`src/verilog/pckc_pkg.sv`:
```
// Package for the power and clock key control block: map, fields, keys, timing
package pckc_pkg;
    localparam int          PCKC_AW            = 32;
    localparam int          PCKC_DW            = 16;
    localparam logic [31:0] ADDR_CORE_KEY_BEF  = 32'hffff0404;
    localparam logic [31:0] ADDR_CORE_CTRL     = 32'hffff0408;
    localparam logic [31:0] ADDR_CORE_KEY_AFT  = 32'hffff040c;
    localparam logic [31:0] ADDR_CLK_KEY_BEF   = 32'hffff0410;
    localparam logic [31:0] ADDR_CLK_SEL       = 32'hffff0414;
    localparam logic [31:0] ADDR_CLK_KEY_AFT   = 32'hffff0418;
    localparam logic [31:0] ADDR_PER_KEY_BEF   = 32'hffff0434;
    localparam logic [31:0] ADDR_PER_GATE      = 32'hffff0438;
    localparam logic [31:0] ADDR_PER_KEY_AFT   = 32'hffff043c;
    localparam logic [31:0] ADDR_WAKE_STATUS   = 32'hffff0440;
    // Key values
    localparam logic [15:0] KEY_CORE_BEF       = 16'h0001;
    localparam logic [15:0] KEY_CORE_AFT       = 16'h00f4;
    localparam logic [15:0] KEY_PER_BEF        = 16'h0076;
    localparam logic [15:0] KEY_PER_AFT        = 16'h00b1;
    localparam logic [15:0] KEY_CLK_BEF        = 16'h00aa;
    localparam logic [15:0] KEY_CLK_AFT        = 16'h0055;
    // Reset values and write masks
    localparam logic [15:0] CORE_CTRL_RST      = 16'h007b;
    localparam logic [15:0] CORE_CTRL_MASK     = 16'h007f;
    localparam logic [15:0] PER_GATE_RST       = 16'h0124;
    localparam logic [15:0] PER_GATE_MASK      = 16'h0124;
    localparam logic [15:0] CLK_SEL_RST        = 16'h0000;
    localparam logic [15:0] CLK_SEL_MASK       = 16'h0007;
    // Field positions
    localparam int          BIT_PWM            = 8;
    localparam int          BIT_UART           = 5;
    localparam int          BIT_SERIAL         = 2;
    localparam int          BIT_EXT_CLK        = 2;
    localparam int          OSCILLATOR_SELECT_LO            = 0;
    localparam int          CD_LO              = 0;
    localparam int          MODE_LO            = 3;
    localparam int          BIT_CORE_EN        = 3;
    localparam int          BIT_PER_EN         = 4;
    localparam int          BIT_PLL_EN         = 5;
    localparam int          BIT_XTAL_EN        = 6;
    localparam logic [1:0]  OSCILLATOR_SELECT_CRYSTAL       = 2'h2;
    localparam logic [3:0]  MODE_ACTIVE        = 4'hf;
    localparam logic [3:0]  MODE_PAUSE         = 4'he;
    localparam logic [3:0]  MODE_NAP           = 4'hc;
    localparam logic [3:0]  MODE_SLEEP         = 4'h8;
    localparam logic [3:0]  MODE_STOP          = 4'h0;
    // Wake times in ns at the fastest core divider, per 40 MHz clock
    localparam int          CLK_PERIOD_NS      = 25;
    localparam int          WAKE_SHORT_NS      = 4800;
    localparam int          WAKE_LONG_NS       = 66000;
    localparam int          WAKE_SHORT_CYC     = (WAKE_SHORT_NS + CLK_PERIOD_NS - 1) / CLK_PERIOD_NS;
    localparam int          WAKE_LONG_CYC      = (WAKE_LONG_NS + CLK_PERIOD_NS - 1) / CLK_PERIOD_NS;
    // Slowest-divider wake times, 660 us and 900 us
    localparam int          WAKE_SHORT_SLOW_US = 660;
    localparam int          WAKE_LONG_SLOW_US  = 900;
    localparam int          WAKE_SHORT_SLOW_CYC = WAKE_SHORT_SLOW_US * 1000 / CLK_PERIOD_NS;
    localparam int          WAKE_LONG_SLOW_CYC  = WAKE_LONG_SLOW_US * 1000 / CLK_PERIOD_NS;
    localparam int          WAKE_CW            = 16;
    localparam int          CD_STEPS           = 7;  // Divider steps from the fastest code to the slowest
    typedef enum logic [1:0] {PCKC_IDLE, PCKC_ARMED, PCKC_WRITTEN} pckc_key_t;
    typedef enum logic [1:0] {PCKC_RUN, PCKC_LOW, PCKC_WAKE} pckc_pwr_t;
endpackage

```
`src/verilog/pckc_top.sv`:
```
// Power and clock key control block: keyed registers, clock gates, power modes
//
// The address-and-strobe port is this design's own decision.
`timescale 1ns/100ps
`default_nettype none
module pckc_top #(
    parameter int WAKE_SHORT_SLOW = pckc_pkg::WAKE_SHORT_SLOW_CYC,
    parameter int WAKE_LONG_SLOW  = pckc_pkg::WAKE_LONG_SLOW_CYC
) (
    input  wire logic                         clock,
    input  wire logic                         reset,
    input  wire logic                         clock_enable,
    input  wire logic [pckc_pkg::PCKC_AW-1:0] address,
    input  wire logic [pckc_pkg::PCKC_DW-1:0] write_data,
    input  wire logic                         write_strobe,
    input  wire logic                         read_strobe,
    output var  logic [pckc_pkg::PCKC_DW-1:0] read_data,
    input  wire logic                         wake_event,
    output var  logic                         pwm_clock_enable,
    output var  logic                         uart_clock_enable,
    output var  logic                         serial_pair_clock_enable,
    output var  logic                         external_clock_select,
    output var  logic                         crystal_to_pll,
    output var  logic [2:0]                   core_clock_divider,
    output var  logic                         core_enable,
    output var  logic                         peripheral_enable,
    output var  logic                         pll_enable,
    output var  logic                         crystal_enable,
    output var  logic                         core_awake
);
    import pckc_pkg::*;

    logic [15:0] core_power_control;
    logic [15:0] peripheral_clock_gating;
    logic [15:0] clock_source_select;
    pckc_key_t   core_seq;
    pckc_key_t   per_seq;
    pckc_key_t   clk_seq;
    logic [15:0] core_pending;
    logic [15:0] per_pending;
    logic [15:0] clk_pending;
    pckc_pwr_t   pwr_state;
    logic [WAKE_CW-1:0] wake_count;
    logic [WAKE_CW-1:0] wake_target;

    // Bus decode: a write hits at most one address; unmapped writes hit none
    wire wr_core_bef = write_strobe && address == ADDR_CORE_KEY_BEF;
    wire wr_core     = write_strobe && address == ADDR_CORE_CTRL;
    wire wr_core_aft = write_strobe && address == ADDR_CORE_KEY_AFT;
    wire wr_per_bef  = write_strobe && address == ADDR_PER_KEY_BEF;
    wire wr_per      = write_strobe && address == ADDR_PER_GATE;
    wire wr_per_aft  = write_strobe && address == ADDR_PER_KEY_AFT;
    wire wr_clk_bef  = write_strobe && address == ADDR_CLK_KEY_BEF;
    wire wr_clk      = write_strobe && address == ADDR_CLK_SEL;
    wire wr_clk_aft  = write_strobe && address == ADDR_CLK_KEY_AFT;

    // Commit only when the key-after write follows the armed data write
    wire commit_core = wr_core_aft && core_seq == PCKC_WRITTEN && write_data == KEY_CORE_AFT;
    wire commit_per  = wr_per_aft && per_seq == PCKC_WRITTEN && write_data == KEY_PER_AFT;
    wire commit_clk  = wr_clk_aft && clk_seq == PCKC_WRITTEN && write_data == KEY_CLK_AFT;

    // Key sequencer: any other write in between breaks the sequence
    function automatic pckc_key_t next_seq(input pckc_key_t cur, input logic bef,
                                           input logic [15:0] d, input logic [15:0] key,
                                           input logic data_wr);
        pckc_key_t r;
        r = PCKC_IDLE;
        if (bef && d == key) begin
            r = PCKC_ARMED;
        end else if (data_wr && cur == PCKC_ARMED) begin
            r = PCKC_WRITTEN;
        end
        return r;
    endfunction

    // Sequences only move on a write; reads leave them untouched
    wire [1:0] next_core_seq = write_strobe ? next_seq(core_seq, wr_core_bef, write_data, KEY_CORE_BEF, wr_core)
                                            : core_seq;
    wire [1:0] next_per_seq  = write_strobe ? next_seq(per_seq, wr_per_bef, write_data, KEY_PER_BEF, wr_per)
                                            : per_seq;
    wire [1:0] next_clk_seq  = write_strobe ? next_seq(clk_seq, wr_clk_bef, write_data, KEY_CLK_BEF, wr_clk)
                                            : clk_seq;

    // Mode decode and wake time; the wake time scales with the divider
    wire [3:0] mode       = core_power_control[MODE_LO+3:MODE_LO];
    wire       mode_low   = mode != MODE_ACTIVE;
    wire       deep_mode  = mode == MODE_SLEEP || mode == MODE_STOP;
    wire [2:0] cd         = core_power_control[CD_LO+2:CD_LO];
    wire [WAKE_CW-1:0] short_fast = WAKE_CW'(WAKE_SHORT_CYC);
    wire [WAKE_CW-1:0] long_fast  = WAKE_CW'(WAKE_LONG_CYC);
    wire [WAKE_CW-1:0] short_step = WAKE_CW'((WAKE_SHORT_SLOW - WAKE_SHORT_CYC) / CD_STEPS);
    wire [WAKE_CW-1:0] long_step  = WAKE_CW'((WAKE_LONG_SLOW - WAKE_LONG_CYC) / CD_STEPS);
    wire [WAKE_CW-1:0] next_wake_target = deep_mode ? WAKE_CW'(long_fast + long_step * cd)
                                                    : WAKE_CW'(short_fast + short_step * cd);
    wire wake_done = pwr_state == PCKC_WAKE && wake_count >= wake_target;

    // Read mux; key registers and unmapped addresses read as zero
    wire [15:0] next_read_data =
        !read_strobe                  ? 16'h0000 :
        address == ADDR_CORE_CTRL     ? core_power_control :
        address == ADDR_PER_GATE      ? peripheral_clock_gating :
        address == ADDR_CLK_SEL       ? clock_source_select :
        address == ADDR_WAKE_STATUS   ? {14'h0000, pwr_state} : 16'h0000;

    // Keyed registers, wake restore and sequencers
    always_ff @(posedge clock) begin
        if (reset) begin
            core_power_control      <= CORE_CTRL_RST;
            peripheral_clock_gating <= PER_GATE_RST;
            clock_source_select     <= CLK_SEL_RST;
            core_seq                <= PCKC_IDLE;
            per_seq                 <= PCKC_IDLE;
            clk_seq                 <= PCKC_IDLE;
            core_pending            <= 16'h0000;
            per_pending             <= 16'h0000;
            clk_pending             <= 16'h0000;
            read_data               <= 16'h0000;
        end else if (clock_enable) begin
            core_seq  <= pckc_key_t'(next_core_seq);
            per_seq   <= pckc_key_t'(next_per_seq);
            clk_seq   <= pckc_key_t'(next_clk_seq);
            read_data <= next_read_data;
            if (wr_core) core_pending <= write_data & CORE_CTRL_MASK;
            if (wr_per)  per_pending  <= write_data & PER_GATE_MASK;   // Reserved bits dropped
            if (wr_clk)  clk_pending  <= write_data & CLK_SEL_MASK;
            if (wake_event && mode_low) begin
                core_power_control[BIT_PLL_EN]  <= 1'b1;
                core_power_control[BIT_PER_EN]  <= 1'b1;
                core_power_control[BIT_CORE_EN] <= 1'b1;
                core_power_control[BIT_XTAL_EN] <= 1'b1;
            end else if (commit_core) begin
                core_power_control <= core_pending;
            end
            if (commit_per)  peripheral_clock_gating <= per_pending;
            if (commit_clk)  clock_source_select     <= clk_pending;
        end
    end

    // Power state: wait out the wake time before the core runs again
    always_ff @(posedge clock) begin
        if (reset) begin
            pwr_state   <= PCKC_RUN;
            wake_count  <= '0;
            wake_target <= '0;
        end else if (clock_enable) begin
            unique case (pwr_state)
                PCKC_RUN: if (mode_low) pwr_state <= PCKC_LOW;
                PCKC_LOW: begin
                    wake_target <= next_wake_target;
                    wake_count  <= '0;
                    if (wake_event) pwr_state <= PCKC_WAKE;
                end
                PCKC_WAKE: begin
                    wake_count <= wake_count + 1'b1;
                    if (wake_done) pwr_state <= PCKC_RUN;
                end
            endcase
        end
    end

    // Clock gates and selects, registered so outputs come from flops
    always_ff @(posedge clock) begin
        if (reset) begin
            pwm_clock_enable         <= 1'b1;
            uart_clock_enable        <= 1'b1;
            serial_pair_clock_enable <= 1'b1;
            external_clock_select    <= 1'b0;
            crystal_to_pll           <= 1'b0;
            core_clock_divider       <= CORE_CTRL_RST[CD_LO+2:CD_LO];
            core_enable              <= 1'b1;
            peripheral_enable        <= 1'b1;
            pll_enable               <= 1'b1;
            crystal_enable           <= 1'b1;
            core_awake               <= 1'b1;
        end else if (clock_enable) begin
            pwm_clock_enable         <= peripheral_clock_gating[BIT_PWM];
            uart_clock_enable        <= peripheral_clock_gating[BIT_UART];
            serial_pair_clock_enable <= peripheral_clock_gating[BIT_SERIAL];
            external_clock_select    <= clock_source_select[BIT_EXT_CLK];
            crystal_to_pll           <= clock_source_select[OSCILLATOR_SELECT_LO+1:OSCILLATOR_SELECT_LO] == OSCILLATOR_SELECT_CRYSTAL;
            core_clock_divider       <= cd;
            core_enable              <= core_power_control[BIT_CORE_EN];
            peripheral_enable        <= core_power_control[BIT_PER_EN];
            pll_enable               <= core_power_control[BIT_PLL_EN];
            crystal_enable           <= core_power_control[BIT_XTAL_EN];
            core_awake               <= pwr_state == PCKC_RUN && !mode_low;
        end
    end

    // Checks
    chk_gate_needs_key: assert property (@(posedge clock) disable iff (reset)
        $changed(peripheral_clock_gating) |-> $past(per_seq) == PCKC_WRITTEN)
        else $error("gating register changed without key sequence");
    chk_core_needs_key: assert property (@(posedge clock) disable iff (reset)
        ($changed(core_power_control) && !$past(wake_event)) |-> $past(core_seq) == PCKC_WRITTEN)
        else $error("core control changed without key sequence");
    chk_pwm_follows_bit: assert property (@(posedge clock) disable iff (reset)
        clock_enable |=> pwm_clock_enable == $past(peripheral_clock_gating[BIT_PWM]))
        else $error("pwm clock gate wrong");
    chk_uart_follows_bit: assert property (@(posedge clock) disable iff (reset)
        clock_enable |=> uart_clock_enable == $past(peripheral_clock_gating[BIT_UART]))
        else $error("uart clock gate wrong");
    chk_serial_follows_bit: assert property (@(posedge clock) disable iff (reset)
        clock_enable |=> serial_pair_clock_enable == $past(peripheral_clock_gating[BIT_SERIAL]))
        else $error("serial clock gate wrong");
    chk_reset_gating: assert property (@(posedge clock)
        $fell(reset) |-> peripheral_clock_gating == PER_GATE_RST && core_clock_divider == CORE_CTRL_RST[CD_LO+2:CD_LO])
        else $error("reset values wrong");
    chk_wake_restores: assert property (@(posedge clock) disable iff (reset)
        (wake_event && mode_low && clock_enable) |=> core_power_control[BIT_CORE_EN] && core_power_control[BIT_PLL_EN])
        else $error("wake did not restore enables");
    chk_crystal_code: assert property (@(posedge clock) disable iff (reset)
        clock_enable |=> crystal_to_pll == ($past(clock_source_select[1:0]) == OSCILLATOR_SELECT_CRYSTAL))
        else $error("oscillator select wrong");
    // Keyed registers move only on their own completed sequence; core control also moves on a wake
    chk_clk_needs_key: assert property (@(posedge clock) disable iff (reset)
        $changed(clock_source_select) |-> $past(clk_seq) == PCKC_WRITTEN)
        else $error("clock select changed without key sequence");
    chk_gate_commit_value: assert property (@(posedge clock) disable iff (reset)
        (commit_per && clock_enable) |=> peripheral_clock_gating == $past(per_pending))
        else $error("gating register took wrong value");
    chk_clk_commit_value: assert property (@(posedge clock) disable iff (reset)
        (commit_clk && clock_enable) |=> clock_source_select == $past(clk_pending))
        else $error("clock select took wrong value");
    chk_core_commit_value: assert property (@(posedge clock) disable iff (reset)
        (commit_core && clock_enable && !(wake_event && mode_low)) |=> core_power_control == $past(core_pending))
        else $error("core control took wrong value");
    // Outputs track their register bits one cycle later
    chk_ext_follows_bit: assert property (@(posedge clock) disable iff (reset)
        clock_enable |=> external_clock_select == $past(clock_source_select[BIT_EXT_CLK]))
        else $error("external clock select wrong");
    chk_divider_follows_field: assert property (@(posedge clock) disable iff (reset)
        clock_enable |=> core_clock_divider == $past(core_power_control[CD_LO+2:CD_LO]))
        else $error("core clock divider wrong");
    chk_core_enable_bit: assert property (@(posedge clock) disable iff (reset)
        clock_enable |=> core_enable == $past(core_power_control[BIT_CORE_EN]))
        else $error("core enable wrong");
    chk_per_enable_bit: assert property (@(posedge clock) disable iff (reset)
        clock_enable |=> peripheral_enable == $past(core_power_control[BIT_PER_EN]))
        else $error("peripheral enable wrong");
    chk_pll_enable_bit: assert property (@(posedge clock) disable iff (reset)
        clock_enable |=> pll_enable == $past(core_power_control[BIT_PLL_EN]))
        else $error("pll enable wrong");
    chk_awake_when_active: assert property (@(posedge clock) disable iff (reset)
        clock_enable |=> core_awake == ($past(pwr_state) == PCKC_RUN && $past(mode) == MODE_ACTIVE))
        else $error("core awake flag wrong");
    // A low clock enable freezes registers and outputs alike
    chk_freeze_gating: assert property (@(posedge clock) disable iff (reset)
        !clock_enable |=> $stable(peripheral_clock_gating) && $stable(pwm_clock_enable))
        else $error("gating moved while frozen");
    chk_freeze_power: assert property (@(posedge clock) disable iff (reset)
        !clock_enable |=> $stable(core_power_control) && $stable(pwr_state))
        else $error("power state moved while frozen");
    // Wake timing: hold in wake until the target count, then run
    chk_wake_waits: assert property (@(posedge clock) disable iff (reset)
        (clock_enable && pwr_state == PCKC_WAKE && wake_count < wake_target) |=> pwr_state == PCKC_WAKE)
        else $error("wake ended early");
    chk_wake_ends: assert property (@(posedge clock) disable iff (reset)
        (clock_enable && wake_done) |=> pwr_state == PCKC_RUN)
        else $error("wake did not end");
    chk_deep_wake_long: assert property (@(posedge clock) disable iff (reset)
        ($rose(pwr_state == PCKC_WAKE) && $past(deep_mode)) |-> wake_target >= long_fast)
        else $error("deep wake time too short");
    chk_wake_restores_per: assert property (@(posedge clock) disable iff (reset)
        (wake_event && mode_low && clock_enable) |=> core_power_control[BIT_PER_EN])
        else $error("wake did not restore peripherals");
    // Read port: data only in the cycle after a read strobe
    chk_read_idle_zero: assert property (@(posedge clock) disable iff (reset)
        (clock_enable && !read_strobe) |=> read_data == 16'h0000)
        else $error("read data without read strobe");
    chk_read_gating: assert property (@(posedge clock) disable iff (reset)
        (clock_enable && read_strobe && address == ADDR_PER_GATE) |=> read_data == $past(peripheral_clock_gating))
        else $error("gating read back wrong");
    chk_key_reads_zero: assert property (@(posedge clock) disable iff (reset)
        (clock_enable && read_strobe && address == ADDR_CORE_KEY_BEF) |=> read_data == 16'h0000)
        else $error("key register read not zero");
    cov_gate_write: cover property (@(posedge clock) disable iff (reset) commit_per);
    cov_clk_write: cover property (@(posedge clock) disable iff (reset) commit_clk);
    cov_wake_done: cover property (@(posedge clock) disable iff (reset) wake_done);
    cov_core_write: cover property (@(posedge clock) disable iff (reset) commit_core);
    cov_freeze_write: cover property (@(posedge clock) disable iff (reset) !clock_enable && write_strobe);
endmodule // pckc_top
`default_nettype wire
```
`config.mk`:
```
export PLATFORM = sky130hd
export DESIGN_NAME = pckc_top
export DESIGN_NICKNAME = d
export VERILOG_FILES = /design/src/verilog/pckc_pkg.sv /design/src/verilog/pckc_top.sv
export SDC_FILE = /design/constraint.sdc
export NUM_CORES = 1
export LEC_CHECK = 0
export BUFFER_PORTS_ARGS = -buffer_cell sky130_fd_sc_hd__buf_2
export CORE_MARGIN = 3
export CORE_UTILIZATION = 55
export DETAILED_ROUTE_END_ITERATION = 6
export PLACE_DENSITY = 0.75
export SYNTH_ARGS = -nofsm -noshare
export SYNTH_HDL_FRONTEND = slang
export SYNTH_SLANG_ARGS = --single-unit
```
`constraint.sdc`:
```
create_clock -name clock -period 4 [get_ports clock]
set_input_delay 0.2 -clock clock [delete_from_list [all_inputs] [get_ports clock]]
set_output_delay 0.2 -clock clock [all_outputs]
set_load 0.02 [all_outputs]
```
==> out/results.tsv, run 1 <==
stage	metric	value	unit
sta	rsz0062_at_grt	false	
global_routing	grt_pass1_wl	19.5	mm
sta	finalCritPeriodShare	0.855	
sta	max_clock_freq	292	MHz
yosys	syn_avg_cell_area	8.59	µm²
worst_setup_path	cpPeakStageDelay	0.66	ns
place	hpwlAfterDp	9.05	mm
die	fp.coreArea	8760	µm²
die	boundaryPins	83	
yosys	seq_area_frac_synth	0.348	
clocking	clk_pin_slew	0.09	ns
worst_setup_path	worstReg2RegEnd	wake_target[14]	
global_routing	grt_usage	0.237	
pwr	leakage	2.31	nW
clocking	cts_setup_buffers	0	
clocking	cts-hold-fix-buffers	0	
route	dr_total_vias	4396	
sta	tightest_slew	1.11	ns
global_routing	antenna_found_initial	0	
worst_setup_path	reg2reg_depth	10	
yosys	synthCells	583	
yosys	synthArstFlopShare	0	
pwr	switchingPower	0.379	mW
outcome	status	finished, final reports clean	
clocking	cts_resized	0	
yosys	synth-seq-cells	87	
yosys	synth_edf_count	0	
pwr	power.share.clock	0.393	
clocking	clk_latency	0.35	ns
layout	area_delta_synth_final	12.3	%
global_routing	grt_start_max_net_pins	49	
clocking	cts_tree	built	
sta	min_period	3.42	ns
place	gp_congestion	0.880	
sta	finalHoldViolations	0	
layout	drive_gt1_frac	0.156	
sta	finalSetupViolCount	0	
pwr	internal-power	1.21	mW
pwr	power	1.59	mW
place	port_buffers	74	
worst_setup_path	r2r_slack	0.58	ns
worst_hold_path	hp-start	write_data[8]	
yosys	syn-cell-area	5010	µm²
pwr	pwr-share-comb	0.061	
layout	finish.utilization	0.642	
layout	antennaDiodeCount	0	
route	first_iter_violations	302	
pwr	sw_frac_of_total	0.238	
yosys	yosys.cell_types.count	62	
clocking	htreeDepth	3	
worst_hold_path	holdCritPathClass	input port to flop	
sta	maxSlewHeadroom	0.261	
route	viasPerCell	5.78	
die	rows	34	
worst_setup_path	crit_required	4.27	ns
global_routing	grt_overflow	0	
pwr	ir_drop	203	µV
sta	drv_slew	0	
sta	fin_setup_tns	0	ns
worst_setup_path	criticalPathCategory	flop to flop	
global_routing	grt_pass1_vias	4159	
pwr	seqPwrFrac	0.547	
route	antenna_left	0	
worst_setup_path	path_cells	inv_1 -> fa_1 -> inv_1 -> ha_1 -> and4b_1 -> a211oi_1 -> nor3b_1 -> nand3_1 -> xor2_1 -> a211oi_1	
sta	fin_skew	0.00964	ns
worst_hold_path	worstHoldEndpoint	per_pending[8]	
route	first_pass_iters	5	
worst_setup_path	cp-start-kind	flop	
yosys	ys.flop_type	dfxtp_1	
route	wl_per_cell	15.5	µm
worst_setup_path	crit-reg2reg-launch	core_power_control[1]	
layout	fin_nets	747	
die	die_h	101	µm
sta	fin_hold_ws	0.128	ns
clocking	cts_buffers	9	
die	start_util	0.572	
clocking	clock_sinks	87	
route	drt_wl_total	11.8	mm
flow_run	cap_violations	0	
worst_setup_path	crit_arrival	3.69	ns
worst_setup_path	cp_max_fo	13	
worst_setup_path	cp-end-kind	flop	
clocking	cts_buffer_depth	2	
die	die-width	101	µm
worst_setup_path	cpMaxStageDelayCell	dfxtp_1	
clocking	root_buffer	clkbuf_8	
pwr	power.density	283	nW/µm²
yosys	yosys_warnings	0	
route	drc	0	
worst_hold_path	hold_depth	3	
layout	fillers	768	
die	die_area	10300	µm²
==> how the worst max path moves through the flow <==
stage	slack, ns	cells past startpoint	to	from
floorplan	0.93	10	wake_target[14]	core_power_control[1]
global placement	0.70	10	wake_target[12]	core_power_control[1]
detailed placement	0.58	10	wake_target[14]	core_power_control[1]
CTS	0.56	10	wake_target[14]	core_power_control[1]
global route	0.25	10	wake_target[14]	core_power_control[1]
finish	0.58	10	wake_target[14]	core_power_control[1]
==> cells in the final DEF (no fill, tap or decap), drive strengths merged, types with 5 or more instances in the layout <==
| cell type | n |
|---|---|
| dfxtp | 87 |
| mux2i | 17 |
| nor3 | 13 |
| a21oi | 38 |
| xnor2 | 8 |
| xor2 | 17 |
| nand4 | 14 |
| nand2 | 43 |
| nor2 | 65 |
| nand2b | 17 |
| o21ai | 10 |
| ha | 39 |
| and3 | 7 |
| nor4 | 6 |
| nand3 | 30 |
| a211o | 16 |
| conb | 8 |
| clkbuf | 10 |
| nand3b | 8 |
| a311oi | 5 |
| nor2b | 11 |
| inv | 35 |
| buf | 76 |
| a211oi | 8 |
| fa | 6 |
==> power by group through the flow <==
stage	clock network (mW)	registers (mW)	logic, mW
after floorplan	0	0.897	0.0507
after global placement	0	0.892	0.0946
after detailed placement	0	0.892	0.0960
after CTS	0.640	0.872	0.0960
after global routing	0.681	0.873	0.105
final	0.626	0.872	0.0967
==> metal layers <==
layer | global-route usage | routed length (µm)
met1 | 0.325 | 5380
met2 | 0.370 | 5360
met3 | 0.0551 | 752
met4 | 0.0736 | 273
met5 | 0 | 0
==> layout make-up <==
cell class	instances	area, µm²	share of cell area
inverter	33	124	0.0220
clock buffer	10	138	0.0245
sequential	87	1740	0.310
timing repair buffer	76	385	0.0685
clock inverter	6	67.6	0.0120
tap	108	135	0.0240
multi-input combinational	441	3030	0.539
==> worst max-delay path: cells and delay by family (launching register included) <==
family,cells,cell delay (ns)
AO/OA/AOI/OAI,2,0.54
AND/OR/NAND/NOR,3,0.69
buffers and inverters,2,0.32
flip-flops,1,0.66
adder cells (fa/ha/maj),2,0.94
XOR/XNOR,1,0.18
==> stage by stage <==
stage | cells | cell area [µm²] | setup WS, ns
2_1_floorplan | 590 | 5030 | 0.931
3_3_place_gp | 745 | 5420 | 0.705
3_5_place_dp | 745 | 5420 | 0.578
4_1_cts | 761 | 5620 | 0.562
5_1_grt | 761 | 5620 | 0.254
6_report | 761 | 5620 | 0.578
==> Yosys cell counts, types with 5 or more instances <==
master	number	share of area
a211o_1	16	0.028
a211oi_1	8	0.012
a21oi_1	38	0.038
a311oi_1	5	0.0087
and3_1	7	0.0087
buf_4	8	0.012
clkbuf_1	17	0.013
dfxtp_1	87	0.35
fa_1	6	0.024
ha_1	39	0.097
inv_1	33	0.025
mux2i_1	17	0.034
nand2_1	42	0.031
nand2b_1	17	0.021
nand3_1	29	0.029
nand3b_1	8	0.012
nand4_1	14	0.017
nor2_1	65	0.049
nor2b_1	11	0.014
nor3_1	12	0.012
nor4_1	5	0.0062
o21ai_0	10	0.010
xnor2_1	8	0.014
xor2_1	17	0.030
==> sequential cells by signal, summed over array words and instances (netlist names), 7 cells and up <==
register	cells
wake_count	16
core_pending	7
wake_target	16
read_data	8
core_power_control	7
==> cell families after synthesis <==
group / Yosys count / share of synthesized area
other: 1 / 0.000749
adders and majority gates: 45 / 0.121
and+or+nand+nor: 239 / 0.253
DFF: 87 / 0.348
xor gates and xnor gates: 25 / 0.0437
AOI/OAI and AO/OA: 107 / 0.147
muxes: 17 / 0.0340
buffers and inverters: 62 / 0.0530
(Power assumes the default switching activity.)
==> run 2: changes to the inputs <==
- clock period: 4 -> 4.4 ns (I/O delays scaled with it)
==> run 2 against run 1 <==
First-iteration DRC count shrank 18%. Clock power down 13%. Critical path depth did not move. Hold slack worse by 0.0010 ns.
==> out/results.tsv, run 2 (synthesis gave the netlist of run 1 again) <==
stage	metric	value	unit
sta	min_period	3.52	ns
route	dr_total_vias	4397	
pwr	power.share.clock	0.381	
sta	max_clock_freq	284	MHz
die	fp.coreArea	8760	µm²
global_routing	grt_start_max_net_pins	49	
die	die_h	101	µm
sta	rsz0062_at_grt	false	
outcome	status	finished, final reports clean	
layout	antennaDiodeCount	0	
layout	area_delta_synth_final	12.0	%
flow_run	cap_violations	0	
die	die-width	101	µm
clocking	cts-hold-fix-buffers	0	
global_routing	antenna_found_initial	0	
route	antenna_left	0	
worst_setup_path	crit_arrival	3.80	ns
worst_hold_path	holdCritPathClass	input port to flop	
layout	top_regs	wake_count x16, wake_target x16, read_data x8	
place	gp_congestion	0.892	
route	wl_per_cell	15.5	µm
place	port_buffers	74	
die	start_util	0.572	
die	boundaryPins	83	
clocking	cts_setup_buffers	0	
clocking	cts_tree	built	
worst_setup_path	cp-start-kind	flop	
pwr	ir_drop	162	µV
layout	mostFrequentLayoutCells	dfxtp_1, buf_2, nor2_1, nand2_1, ha_1	
global_routing	grt_usage	0.235	
route	first_pass_iters	5	
clocking	clock_sinks	87	
pwr	switchingPower	0.383	mW
sta	maxSlewHeadroom	0.236	
sta	finalSetupViolCount	0	
worst_setup_path	cp_max_fo	13	
route	first_iter_violations	248	
die	die_area	10300	µm²
layout	fin_area	5610	µm²
route	drc	0	
sta	fin_hold_ws	0.127	ns
pwr	power.density	254	nW/µm²
clocking	root_buffer	clkbuf_8	
place	hpwlAfterDp	9.16	mm
clocking	cts_buffers	9	
pwr	sw_frac_of_total	0.269	
clocking	clk_latency	0.37	ns
global_routing	grt_pass1_vias	4173	
clocking	cts_resized	0	
pwr	leakage	2.30	nW
sta	setup_ws	0.881	ns
layout	final_cells	761	
sta	fin_setup_tns	0	ns
clocking	clk_pin_slew	0.10	ns
route	drt_wl_total	11.8	mm
place	dpl_cell_area	5420	µm²
die	rows	34	
sta	drv_slew	0	
place	dp_cells	745	
sta	tightest_slew	1.14	ns
global_routing	grt_overflow	0	
sta	fin_skew	0.0150	ns
layout	layout_commonest_cell	dfxtp_1	
global_routing	grt_pass1_wl	19.4	mm
sta	finalCritPeriodShare	0.800	
route	viasPerCell	5.78	
pwr	internal-power	1.04	mW
worst_setup_path	cp-end-kind	flop	
sta	finalHoldViolations	0	
pwr	pwr-share-comb	0.062	
clocking	htreeDepth	3	
layout	fin_nets	747	
worst_setup_path	crit_required	4.68	ns
place	pre_cts_ws	0.898	ns
worst_setup_path	criticalPathCategory	flop to flop	
pwr	seqPwrFrac	0.557	
clocking	cts_buffer_depth	2	
layout	drive_gt1_frac	0.156	
run 2: cell types whose count changed in the layout (fill, tap and decap cells not counted), sizes merged:
| cell | previous run | this run |
|---|---|---|
| clkbuf | 10 | 9 |
| clkinvlp | 2 | 3 |
| clkinv | 1 | 2 |
| bufinv | 1 | 0 |
run 2: area by class of cell:
type	count	area, µm²
well taps	108	135
repair buffers	76	385
fillers	790	3150
clock inverters	7	67.6
flip-flops and latches	87	1740
inverters	33	124
multi-input cells	441	3030
clock buffers	9	124
run 2: power groups by stage:
| stage | Sequential [mW] | Combinational (mW) | Clock (mW) |
|---|---|---|---|
| global route | 0.793 | 0.0961 | 0.585 |
| CTS | 0.793 | 0.0876 | 0.551 |
| detailed placement | 0.811 | 0.0875 | 0 |
| global placement | 0.811 | 0.0859 | 0 |
| finish | 0.793 | 0.0879 | 0.543 |
| floorplan | 0.816 | 0.0461 | 0 |
run 2: metrics by stage:
| step | power [mW] | util |
|---|---|---|
| after global placement | 0.897 | 0.618 |
| after CTS | 1.43 | 0.640 |
| after floorplan | 0.862 | - |
| final | 1.42 | 0.640 |
| after detailed placement | 0.898 | 0.618 |
| after global routing | 1.47 | 0.640 |
run 2: path summary, 6_finish.rpt:
kind	startpoint	end	slack [ns]	depth (start not counted)
worst max-delay path	core_power_control[1]	wake_target[14]	0.88	10
worst min-delay path	write_data[8]	per_pending[8]	0.13	3
worst max register to register	core_power_control[1]	wake_target[14]	0.88	10
worst min register to register	wake_target[3]	wake_target[3]	0.46	2
run 2: critical path, cell delays in order, from the launching register on:
cell,delay [ns]
dfxtp_1,0.67
inv_1,0.27
fa_1,0.59
inv_1,0.05
ha_1,0.34
and4b_1,0.23
a211oi_1,0.39
nor3b_1,0.37
nand3_1,0.14
xor2_1,0.18
a211oi_1,0.21
run 2: routing by layer:
layer / vias up / global-route usage / share of wire
met1: 2042 / 0.330 / 0.47
met4: 0 / 0.0746 / 0.017
met5: - / 0 / 0
met3: 21 / 0.0455 / 0.062
met2: 156 / 0.364 / 0.45
li1: 2178 / - / -
==> run 3: changes to the inputs <==
- clock period: 4.4 -> 3.7 ns (I/O delays scaled with it)
==> run 3 against run 2 <==
Count of clock-buffer cells in the layout did not move. Hold slack got worse by 0.024 ns. Register-to-register slack worse by 0.25 ns. Via count grew 1.4%. Maximum frequency rose by 15%. Critical path type unchanged. Die area unchanged. Highest routed layer unchanged. Final cell count up 0.39%. Global-route usage barely moved. First-iteration DRC count grew 16%. Non-clock buffer count rose by 3.
==> out/results.tsv, run 3 (synthesis gave the netlist of run 1 again) <==
stage	metric	value	unit
flow_run	cap_violations	0	
sta	tightest_slew	1.13	ns
pwr	internal-power	1.30	mW
die	start_util	0.572	
worst_setup_path	cp-start-kind	flop	
place	hpwlAfterDp	9.28	mm
route	drc	0	
worst_hold_path	holdCritPathClass	input port to flop	
layout	layout_commonest_cell	dfxtp_1	
worst_setup_path	startpoint	core_power_control[1]	
sta	drv_slew	0	
route	first_pass_iters	5	
worst_setup_path	crit_required	4.00	ns
clocking	clk_pin_slew	0.10	ns
global_routing	grt_usage	0.235	
worst_setup_path	crit-reg2reg-launch	core_power_control[1]	
sta	max_clock_freq	326	MHz
sta	fin_skew	0.0135	ns
clocking	clk_latency	0.36	ns
clocking	cts_resized	0	
pwr	pwr-share-comb	0.060	
sta	fin_setup_tns	0	ns
clocking	clock_sinks	87	
route	antenna_left	0	
pwr	power.share.clock	0.397	
global_routing	antenna_found_initial	0	
clocking	htreeDepth	3	
route	routed.top_layer	met4	
pwr	power.density	308	nW/µm²
clocking	cts_setup_buffers	0	
layout	top_regs	wake_count x16, wake_target x16, read_data x8	
pwr	power	1.74	mW
route	dr_total_vias	4457	
outcome	status	finished, final reports clean	
layout	antennaDiodeCount	0	
route	wl_met1	5.54	mm
die	die_area	10300	µm²
clocking	cts-hold-fix-buffers	0	
global_routing	grt_overflow	0	
die	die-width	101	µm
route	dr_wl_met3	693	µm
layout	mostFrequentLayoutCells	dfxtp_1, buf_2, nor2_1, nand2_1, ha_1	
sta	maxSlewHeadroom	0.244	
worst_setup_path	crit_arrival	3.37	ns
sta	rsz0062_at_grt	false	
global_routing	grt_pass1_wl	19.5	mm
worst_setup_path	cp-end-kind	flop	
pwr	leakage	2.33	nW
die	die_h	101	µm
worst_setup_path	criticalPathCategory	flop to flop	
place	port_buffers	74	
layout	fillers	726	
pwr	seqPwrFrac	0.543	
clocking	root_buffer	clkbuf_8	
global_routing	grt_start_max_net_pins	39	
pwr	switchingPower	0.436	mW
place	gp_congestion	0.931	
sta	min_period	3.07	ns
layout	drive_gt1_frac	0.160	
global_routing	grt_pass1_vias	4086	
layout	area_delta_synth_final	12.7	%
die	boundaryPins	83	
worst_hold_path	hp-start	write_data[8]	
route	wl_per_cell	15.8	µm
clocking	cts_buffers	9	
sta	finalHoldViolations	0	
sta	finalCritPeriodShare	0.828	
pwr	sw_frac_of_total	0.251	
route	viasPerCell	5.83	
layout	fin_nets	750	
pwr	ir_drop	281	µV
sta	finalSetupViolCount	0	
die	rows	34	
route	wl_met2	5.61	mm
worst_setup_path	cp_max_fo	6	
route	first_iter_violations	287	
route	drt_wl_total	12.1	mm
clocking	cts_tree	built	
clocking	cts_buffer_depth	2	
die	fp.coreArea	8760	µm²
==> run 3: changes by cell type in the layout (fill, tap and decap cells not counted), sizes merged <==
cell      change
buf           +3
bufinv        +1
clkinvlp      -1
==> run 3: worst paths after layout <==
check,slack [ns],cells after the start,to
setup / recovery,0.63,10,wake_target[12]
hold / removal,0.10,3,per_pending[8]
setup reg to reg,0.63,10,wake_target[12]
hold reg to reg,0.46,2,wake_target[9]
==> run 3: worst max-delay path: stages (launching register included) <==
cell and delay (ns):
dfxtp_1 0.34, inv_1 0.14, fa_1 0.57, inv_1 0.06, ha_1 0.35, and4b_1 0.23
a211oi_1 0.40, nor3b_1 0.34, xnor2_1 0.13, a221oi_1 0.29, o21a_1 0.17
==> run 3: per-stage QoR <==
step                std cells  instance area [µm²]  hold WS, ns   util  worst slack (ns)
floorplan                 590                 5030        0.329      -             0.631
global placement          748                 5440        0.444  0.621             0.867
detailed placement        748                 5440        0.448  0.621             0.701
CTS                       764                 5650       0.0813  0.644             0.687
global route              764                 5650       0.0906  0.644             0.510
finish                    764                 5650        0.103  0.644             0.635
==> run 3: power groups by stage <==
stage	combinational [mW]	clock, mW	sequential, mW
detailed placement	0.104	0	0.965
global route	0.113	0.734	0.943
floorplan	0.0549	0	0.970
global placement	0.102	0	0.965
CTS	0.104	0.702	0.943
finish	0.104	0.689	0.943
==> run 3: final cells by class <==
class / count / area, µm² / area share
Inverter: 33 / 124 / 0.0219
Timing Repair Buffer: 79 / 408 / 0.0722
Sequential cell: 87 / 1740 / 0.308
Tap cell: 108 / 135 / 0.0239
Multi-Input combinational cell: 441 / 3030 / 0.537
Clock inverter: 7 / 81.3 / 0.0144
Clock buffer: 9 / 124 / 0.0219
==> run 3: layer usage <==
metal	track usage	vias to the layer above
met5	0	-
met4	0.0859	0
met3	0.0317	22
met2	0.375	160
met1	0.326	2095
li1	-	2180
